--- src/pio_pkg.sv ---
//==================================================================
// Package
//==================================================================
// Purpose: Constants and types of the strap-configured parallel port
// Assumes: 125 MHz clock, 16-bit host words
// Notes: Offsets are byte addresses within the decoded block
package pio_pkg;
    localparam int CLK_NS = 8;
    localparam int PULSE_NS = 1000;
    localparam int PULSE_MAX_NS = 5000;
    localparam int PULSE_CYC = PULSE_NS / CLK_NS;
    localparam int PULSE_MAX_CYC = PULSE_MAX_NS / CLK_NS;
    localparam logic [2:0] OFF_STAT = 3'h0;
    localparam logic [2:0] OFF_IN = 3'h2;
    localparam logic [2:0] OFF_OUT = 3'h4;
    localparam int ST_IE_IN = 6;
    localparam int ST_RDY_IN = 7;
    localparam int ST_MNT_IN = 5;
    localparam int ST_IE_OUT = 14;
    localparam int ST_DONE_OUT = 15;
    localparam int ST_MNT_OUT = 13;
    localparam logic [1:0] EDGE_FALL = 2'h0;
    localparam logic [1:0] EDGE_RISE = 2'h1;
    localparam logic [1:0] EDGE_BOTH = 2'h2;
    localparam logic [15:0] STRAP_DIRECT_RST = 16'h0000;
    localparam logic [7:0] STRAP_EDGE_RST = 8'h00;
    localparam logic [9:0] STRAP_ADDR_RST = 10'h200;
    localparam logic [5:0] STRAP_VEC_RST = 6'h18;
    localparam logic [2:0] STRAP_POL_RST = 3'h0;
    typedef struct packed {
        logic hi;
        logic lo;
        logic [15:0] data;
    } pio_out_s;
    typedef enum logic {DR_IDLE, DR_PULSE} pio_drain_e;
endpackage

--- src/pio_port.sv ---
//==================================================================
// Parallel port with strap options
//==================================================================
// Purpose: Host register port, input capture, output handshake pulses
// Assumes: Straps are static levels; host cycles are one-cycle strobes
// Notes: Output words queue in a FIFO ahead of the byte-ready pulses
// Word FIFO with valid and ready on both sides
module pio_fifo #(
    parameter int WIDTH = 18,
    parameter int DEPTH = 16
) (
    input wire logic clk,
    input wire logic rst_n,
    input wire logic in_valid,
    output logic in_ready,
    input wire logic [WIDTH-1:0] in_data,
    output logic out_valid,
    input wire logic out_ready,
    output logic [WIDTH-1:0] out_data
);
    localparam int AW = $clog2(DEPTH);
    logic [WIDTH-1:0] mem [DEPTH];
    logic [AW-1:0] wp;
    logic [AW-1:0] rp;
    logic [AW:0] cnt;
    wire push = in_valid && in_ready;
    wire pop = out_valid && out_ready;
    // Honest full and empty from the count
    assign in_ready = cnt != (AW+1)'(DEPTH);
    assign out_valid = cnt != '0;
    assign out_data = mem[rp];
    always_ff @(posedge clk) begin
        if (push) begin
            mem[wp] <= in_data;
        end
    end
    // Pointers and count
    always_ff @(posedge clk or negedge rst_n) begin
        if (!rst_n) begin
            wp <= '0;
            rp <= '0;
            cnt <= '0;
        end else begin
            wp <= push ? AW'(wp + 1'b1) : wp;
            rp <= pop ? AW'(rp + 1'b1) : rp;
            cnt <= (AW+1)'(cnt + push - pop);
        end
    end
endmodule
//==================================================================
// Top
//==================================================================
module pio_port
    import pio_pkg::*;
#(
    parameter int PULSE_CYCLES = PULSE_CYC,
    parameter int FIFO_DEPTH = 16
) (
    input wire logic clk,
    input wire logic arst_n,
    input wire logic bus_sel,
    input wire logic bus_wr,
    input wire logic [1:0] bus_be,
    input wire logic [15:0] bus_addr,
    input wire logic [15:0] bus_wdata,
    output logic [15:0] bus_rdata,
    output logic bus_ready,
    output logic irq_in,
    output logic irq_out,
    output logic [15:0] vec_in,
    output logic [15:0] vec_out,
    input wire logic [15:0] strap_direct,
    input wire logic [7:0] strap_edge,
    input wire logic [15:0] strap_irq_en,
    input wire logic [9:0] strap_addr_sw,
    input wire logic [5:0] strap_vec_sw,
    input wire logic [2:0] strap_pol,
    input wire logic [15:0] user_din,
    input wire logic user_data_ready,
    input wire logic user_data_taken,
    output logic [15:0] user_dout,
    output logic user_accept,
    output logic user_hi_ready,
    output logic user_lo_ready
);
    localparam int PW = $clog2(PULSE_MAX_CYC + 1);
    // Width is clamped to the longest allowed pulse
    localparam logic [PW-1:0] PCYC = PW'((PULSE_CYCLES > PULSE_MAX_CYC) ? PULSE_MAX_CYC : PULSE_CYCLES);
    //==============================================================
    // Reset release and pin synchronisers
    //==============================================================
    logic [1:0] rst_sync;
    wire rst_n = rst_sync[1];
    logic [17:0] s1, s2, s3, filt, prev;
    always_ff @(posedge clk or negedge arst_n) begin
        if (!arst_n) begin
            rst_sync <= 2'h0;
        end else begin
            rst_sync <= {rst_sync[0], 1'b1};
        end
    end
    // Change counts once stages two and three agree
    always_ff @(posedge clk or negedge rst_n) begin
        if (!rst_n) begin
            s1 <= '1;
            s2 <= '1;
            s3 <= '1;
            filt <= '1;
            prev <= '1;
        end else begin
            s1 <= {user_data_taken, user_data_ready, user_din};
            s2 <= s1;
            s3 <= s2;
            filt <= (s2 == s3) ? s3 : filt;
            prev <= filt;
        end
    end
    wire [17:0] fall = prev & ~filt;
    wire [17:0] rise = ~prev & filt;
    //==============================================================
    // Address decode
    //==============================================================
    // Straps read live, never stored
    // Switch on is logical zero in the base
    wire hit = bus_sel && bus_addr[12:3] == ~strap_addr_sw;
    // Low octal digit picks the register
    wire sel_stat = hit && bus_addr[2:0] == OFF_STAT;
    wire sel_in = hit && bus_addr[2:0] == OFF_IN;
    wire sel_out = hit && bus_addr[2:0] == OFF_OUT;
    wire [15:0] wmask = {{8{bus_be[1]}}, {8{bus_be[0]}}};
    wire [15:0] wr_one = bus_wdata & wmask;
    logic fifo_rdy;
    // Host waits while the output queue is full
    assign bus_ready = !(sel_out && bus_wr) || fifo_rdy;
    wire wr_stat = sel_stat && bus_wr;
    wire wr_in = sel_in && bus_wr;
    wire wr_out = sel_out && bus_wr && fifo_rdy;
    wire rd_in = sel_in && !bus_wr;
    //==============================================================
    // Input capture
    //==============================================================
    // Edge selection per line, lines below 12 fall only
    function automatic logic edge_hit(input logic [1:0] m, input logic f, input logic r);
        case (m)
            EDGE_RISE: edge_hit = r;
            EDGE_BOTH: edge_hit = f | r;
            default: edge_hit = f;
        endcase
    endfunction
    logic [15:0] set_cap, cap;
    always_comb begin
        set_cap = fall[15:0];
        // Strapped edge for the top four lines
        for (int i = 12; i < 16; i++) begin
            set_cap[i] = edge_hit(strap_edge[2*(i-12) +: 2], fall[i], rise[i]);
        end
    end
    always_ff @(posedge clk or negedge rst_n) begin
        if (!rst_n) begin
            cap <= '0;
        end else begin
            // Ones clear, a new edge wins
            cap <= set_cap | (cap & ~(wr_in ? wr_one : 16'h0));
        end
    end
    // Live low level reads as one
    wire [15:0] in_view = (strap_direct & ~filt[15:0]) | (~strap_direct & cap);
    //==============================================================
    // Status register
    //==============================================================
    logic ie_in, ie_out, rdy_in, done_out, mnt_in, mnt_out;
    wire st_lo = wr_stat && bus_be[0];
    wire st_hi = wr_stat && bus_be[1];
    // Enables, maintenance bits and control-line flags
    always_ff @(posedge clk or negedge rst_n) begin
        if (!rst_n) begin
            ie_in <= 1'b0;
            ie_out <= 1'b0;
            mnt_in <= 1'b0;
            mnt_out <= 1'b0;
            rdy_in <= 1'b0;
            done_out <= 1'b0;
        end else begin
            ie_in <= st_lo ? bus_wdata[ST_IE_IN] : ie_in;
            mnt_in <= st_lo ? bus_wdata[ST_MNT_IN] : mnt_in;
            ie_out <= st_hi ? bus_wdata[ST_IE_OUT] : ie_out;
            mnt_out <= st_hi ? bus_wdata[ST_MNT_OUT] : mnt_out;
            rdy_in <= fall[16] | (st_lo ? bus_wdata[ST_RDY_IN] : rdy_in); // Far-end edge wins
            done_out <= fall[17] | (st_hi ? bus_wdata[ST_DONE_OUT] : done_out);
        end
    end
    // Readable status bits, the rest read zero
    wire [15:0] stat_view = (16'(ie_in) << ST_IE_IN) | (16'(rdy_in) << ST_RDY_IN) |
                            (16'(ie_out) << ST_IE_OUT) | (16'(done_out) << ST_DONE_OUT);
    // Enabled captures share one gated request
    wire any_cap = |(cap & strap_irq_en);
    assign irq_in = ie_in && (any_cap || rdy_in || mnt_in);
    assign irq_out = ie_out && (done_out || mnt_out);
    // Strapped base, bit 2 tells direction
    assign vec_in = {7'h0, strap_vec_sw, 3'h0};
    assign vec_out = {7'h0, strap_vec_sw, 3'h4};
    //==============================================================
    // Read data and output register
    //==============================================================
    logic [15:0] out_reg;
    always_ff @(posedge clk or negedge rst_n) begin
        if (!rst_n) begin
            out_reg <= '0;
            bus_rdata <= '0;
        end else begin
            out_reg <= wr_out ? (bus_wdata & wmask) | (out_reg & ~wmask) : out_reg;
            bus_rdata <= (sel_stat && !bus_wr) ? stat_view :
                         rd_in ? in_view :
                         (sel_out && !bus_wr) ? out_reg : 16'h0;
        end
    end
    //==============================================================
    // Output queue and byte-ready pulses
    //==============================================================
    pio_out_s q_in, q_out;
    logic q_valid, q_pop, hi_act, lo_act;
    assign q_in = '{hi: bus_be[1], lo: bus_be[0], data: bus_wdata};
    pio_fifo #(.WIDTH($bits(pio_out_s)), .DEPTH(FIFO_DEPTH)) u_fifo (
        .clk(clk),
        .rst_n(rst_n),
        .in_valid(sel_out && bus_wr),
        .in_ready(fifo_rdy),
        .in_data(q_in),
        .out_valid(q_valid),
        .out_ready(q_pop),
        .out_data(q_out)
    );
    pio_drain_e st;
    logic [PW-1:0] dcnt, acnt;
    logic [PW:0] wcnt;
    // Next word only after the previous pulse has ended
    assign q_pop = q_valid && st == DR_IDLE;
    always_ff @(posedge clk or negedge rst_n) begin
        if (!rst_n) begin
            st <= DR_IDLE;
            dcnt <= '0;
            hi_act <= 1'b0;
            lo_act <= 1'b0;
            user_dout <= '0;
        end else begin
            case (st)
                DR_IDLE: begin
                    if (q_pop) begin
                        // Data settles at the leading edge
                        user_dout <= {q_out.hi ? q_out.data[15:8] : user_dout[15:8],
                                      q_out.lo ? q_out.data[7:0] : user_dout[7:0]};
                        hi_act <= q_out.hi;
                        lo_act <= q_out.lo;
                        dcnt <= PCYC;
                        st <= DR_PULSE;
                    end
                end
                DR_PULSE: begin
                    // Pulse lasts exactly the set width
                    dcnt <= PW'(dcnt - 1'b1);
                    if (dcnt == PW'(1)) begin
                        hi_act <= 1'b0;
                        lo_act <= 1'b0;
                        st <= DR_IDLE;
                    end
                end
                default: st <= DR_IDLE;
            endcase
        end
    end
    // Accept pulse follows each input read, byte pulse timed
    always_ff @(posedge clk or negedge rst_n) begin
        if (!rst_n) begin
            acnt <= '0;
            wcnt <= '0;
        end else begin
            acnt <= rd_in ? PCYC : (acnt != '0) ? PW'(acnt - 1'b1) : acnt;
            wcnt <= hi_act ? (PW+1)'(wcnt + 1'b1) : '0;
        end
    end
    wire acc_act = acnt != '0;
    assign user_accept = strap_pol[0] ? acc_act : ~acc_act;
    assign user_hi_ready = strap_pol[1] ? hi_act : ~hi_act;
    assign user_lo_ready = strap_pol[2] ? lo_act : ~lo_act;
endmodule

--- config.mk ---
export PLATFORM = sky130hd
export DESIGN_NAME = pio_port
export DESIGN_NICKNAME = d
export VERILOG_FILES = /design/src/pio_pkg.sv /design/src/pio_port.sv
export SDC_FILE = /design/constraint.sdc
export NUM_CORES = 1
export LEC_CHECK = 0
export BUFFER_PORTS_ARGS = -buffer_cell sky130_fd_sc_hd__buf_2
export CAP_MARGIN = 10
export CELL_PAD_IN_SITES_DETAIL_PLACEMENT = 2
export CELL_PAD_IN_SITES_GLOBAL_PLACEMENT = 2
export CORE_ASPECT_RATIO = 0.6
export CORE_UTILIZATION = 25
export CTS_CLUSTER_SIZE = 14
export DETAILED_ROUTE_END_ITERATION = 10
export GPL_TIMING_DRIVEN = 0
export PLACE_DENSITY_LB_ADDON = 0.2
export SKIP_LAST_GASP = 1
export SLEW_MARGIN = 20
export SYNTH_ARGS = -nofsm -noshare
export SYNTH_HDL_FRONTEND = slang
export SYNTH_HIERARCHICAL = 1
export SYNTH_SLANG_ARGS = --single-unit
--- constraint.sdc ---
create_clock -name clk -period 6.3 [get_ports clk]
set_input_delay 1.26 -clock clk [delete_from_list [all_inputs] [get_ports clk]]
set_output_delay 1.26 -clock clk [all_outputs]
set_load 0.01 [all_outputs]
==> flow_metrics.py <==
metrics = {
    "yosys": {
        "async_reset_ff_frac": 0.4074,
        "synth_seq_area_share": 0.7026,
        "synth_area_per_cell_sq_um": 16.13,
        "syn_inst": 1210,
        "synth-edff-count": 288,
        "synth_top_area_cell": "edfxtp_1",
        "mappedNetlistArea_sq_mm": 0.01952,
        "synth-main-ff-cell": "edfxtp_1",
        "ys_warn_count": 6,
        "synth_area_leaders": "edfxtp_1, dfrtp_1, dfstp_2",
        "ys_ff_latch": 486,
        "synth_top_area_frac": 0.4430,
        "synthDistinctLibCells": 60,
    },
    "power": {
        "p_leak_nw": 8.634,
        "p_per_area_mw_per_mm2": 282.4,
        "ir_worst_vdd_v": 0.0001852,
    },
    "place": {
        "dp_hpwl_um": 40260,
        "dp_slack_ns": 1.495,
        "port_buffers": 155,
        "place.gp.congestion": 0.7159,
    },
    "final_layout": {
        "final_common_cell": "edfxtp_1",
        "final_util": 0.3088,
        "area_growth_pct": 20.87,
        "layout.nets": 1602,
        "drive_above_1_share": 0.3369,
        "mostFrequentLayoutCells": "edfxtp_1, buf_2, dfrtp_1, dfstp_2, mux2i_1",
    },
    "clocking": {
        "cts_inserted_buffers": 50,
        "htree_num_levels": 2,
        "clock_latency_ns": 0.60,
        "clockBufferDepth": 3,
        "cts.sinks": 486,
        "cts_tree": "built",
        "cts_setup_buffers": 0,
        "cts.clk_slew.worst_paths_ns": 0.06,
        "postCtsHoldBufs": 0,
        "cts_root_buffer": "clkbuf_16",
        "cts-resized-gates": 0,
    },
    "drt": {
        "vias_per_cell": 4.445,
        "drc": 0,
        "num_vias": 11286,
        "detail_route.wl_per_cell_um": 21.67,
        "drt_wl_total_um": 55020,
        "drt_pass1_iterations": 4,
        "ant_nets": 0,
        "drt_iter0_markers": 606,
    },
    "worst_setup_path": {
        "worst-r2r-setup-slack_ns": 2.75,
        "cp.required_ns": 5.04,
        "rr_endpoint": "u_fifo/cnt[4]$_DFF_PN0_",
        "reg2reg_depth": 16,
        "startpoint_type": "input pin",
        "arrival_ns": 3.01,
        "r2r_start": "u_fifo/cnt[2]$_DFF_PN0_",
        "path_max_fanout": 6,
        "endpoint_kind": "output port",
        "path_class": "input pin to output port",
    },
    "global_route": {
        "grt_usage": 0.1388,
        "grt-ovfl-total": 0,
        "grt_pass1_vias": 11940,
        "antenna_found_initial": 4,
        "grt_pass1_wl_um": 81240,
        "grt_max_degree": 49,
    },
    "die": {
        "io_pins": 185,
        "rows": 78,
        "fp.dieArea_sq_mm": 0.07924,
        "die_h_um": 218.4,
        "start_util": 0.2554,
        "die_w_um": 362.7,
        "coreArea_sq_mm": 0.07642,
    },
    "timing": {
        "rsz0062_at_grt": "no",
        "worst_slew_pin_slew_ns": 1.115,
        "finClkSkew_ns": 0.01551,
        "finalSetupViolCount": 0,
        "slew_violations": 0,
        "fin_crit_ns": 4.271,
        "fin_ws_ns": 2.029,
        "max_freq_ghz": 0.2341,
        "finalHoldViolCount": 0,
        "fin_crit_sh": 0.6780,
        "max-slew-margin-rel": 0.2511,
    },
    "worst_hold_path": {
        "worstHoldPathCells": 0,
        "whs_endpoint": "rst_sync[1]$_DFF_PN0_",
        "hold_start": "rst_sync[0]$_DFF_PN0_",
        "hold_class": "flop to flop",
    },
    "flow_run": {
        "drv_cap": 0,
    },
    "outcome": {
        "status": "complete, no violations",
    },
}
power by group:
part / switching, mW / total (mW) / internal (mW) / leakage [nW]
Clock: 1.31 / 2.93 / 1.62 / 0.779
Sequential: 0.0450 / 3.48 / 3.44 / 4.89
Combinational: 0.150 / 0.247 / 0.0967 / 2.97
Total: 1.51 / 6.66 / 5.16 / 8.63
metal layers:
layer | vias up | GRT usage | part of all wire | wire, um
met5 | - | 0 | 0 | 0
met4 | 0 | 0.02672 | 0.015 | 841
met3 | 65 | 0.02838 | 0.044 | 2446
met2 | 203 | 0.2069 | 0.44 | 24060
met1 | 5999 | 0.2074 | 0.50 | 27670
li1 | 5019 | - | - | -
layout make-up:
class,instances,area (sq um)
Clock inverter,34,267.8
Inverter,46,172.7
Tap cell,1040,1301
Antenna cell,3,7.507
Timing Repair Buffer,175,1040
Multi-Input combinational cell,624,5320
Clock buffer,58,1313
Buffer,73,452.9
Fill cell,7892,52820
Sequential cell,486,13720
Yosys cell counts (27+ instances only):
master and count:
a221oi_1 37, buf_4 41, dfrtp_1 108, dfstp_2 90
edfxtp_1 288, ha_1 30, inv_1 44, mux2_2 53
mux2i_1 80, mux4_2 36, nand2_1 67, nor2_1 51
xnor2_1 27
logic make-up after synthesis:
kind of cell             share of synthesized area
other                                    0.0003847
XOR/XNOR                                   0.02154
AND/OR/NAND/NOR                            0.05038
AO/OA/AOI/OAI                              0.05827
flip-flops                                  0.7026
multiplexers                                0.1145
adder cells (fa/ha/maj)                    0.02026
buffers and inverters                      0.03205
state kept, by name, summed over array words and instances (netlist names), 2 cells and up, named ones only:
signal	flops
acnt	10
bus_rdata	16
cap	16
dcnt	10
filt	18
prev	18
rst_sync	2
s1	18
s2	18
s3	18
u_fifo/cnt	5
u_fifo/mem	288
u_fifo/rp	4
u_fifo/wp	4
user_dout	16
through the flow:
step	setup TNS [ns]	std cells	power, mW	hold WS, ns	cell area, sq um
after floorplan	0	1229	3.653	0.3312	19590
after global placement	-260.79	2424	3.776	0.3377	21670
after detailed placement	0	2444	3.798	0.3372	22010
after CTS	0	2536	6.789	0.3517	23590
after global routing	0	2536	6.926	0.3565	23590
final	0	2539	6.664	0.3517	23590
critical path, cell delays in order:
cell     delay, ns
buf_2         0.11
xnor2_1       0.15
nor4_2        0.68
nand4_1       0.21
or3_1         0.45
buf_2         0.16
worst max path at each step:
stage | startpoint | endpoint | slack, ns
floorplan | rst_sync[1]$_DFF_PN0_ | async pin | 0.53
global placement | rst_sync[1]$_DFF_PN0_ | bus_rdata[14]$_DFF_PN0_ | -2.45
detailed placement | strap_addr_sw[2] | u_fifo/mem[15][12]$_DFFE_PP_ | 1.50
CTS | strap_addr_sw[2] | bus_ready | 1.95
global route | strap_addr_sw[2] | bus_ready | 1.89
finish | bus_addr[11] | bus_ready | 2.03
Note: power is estimated with default switching activity, not from simulation.
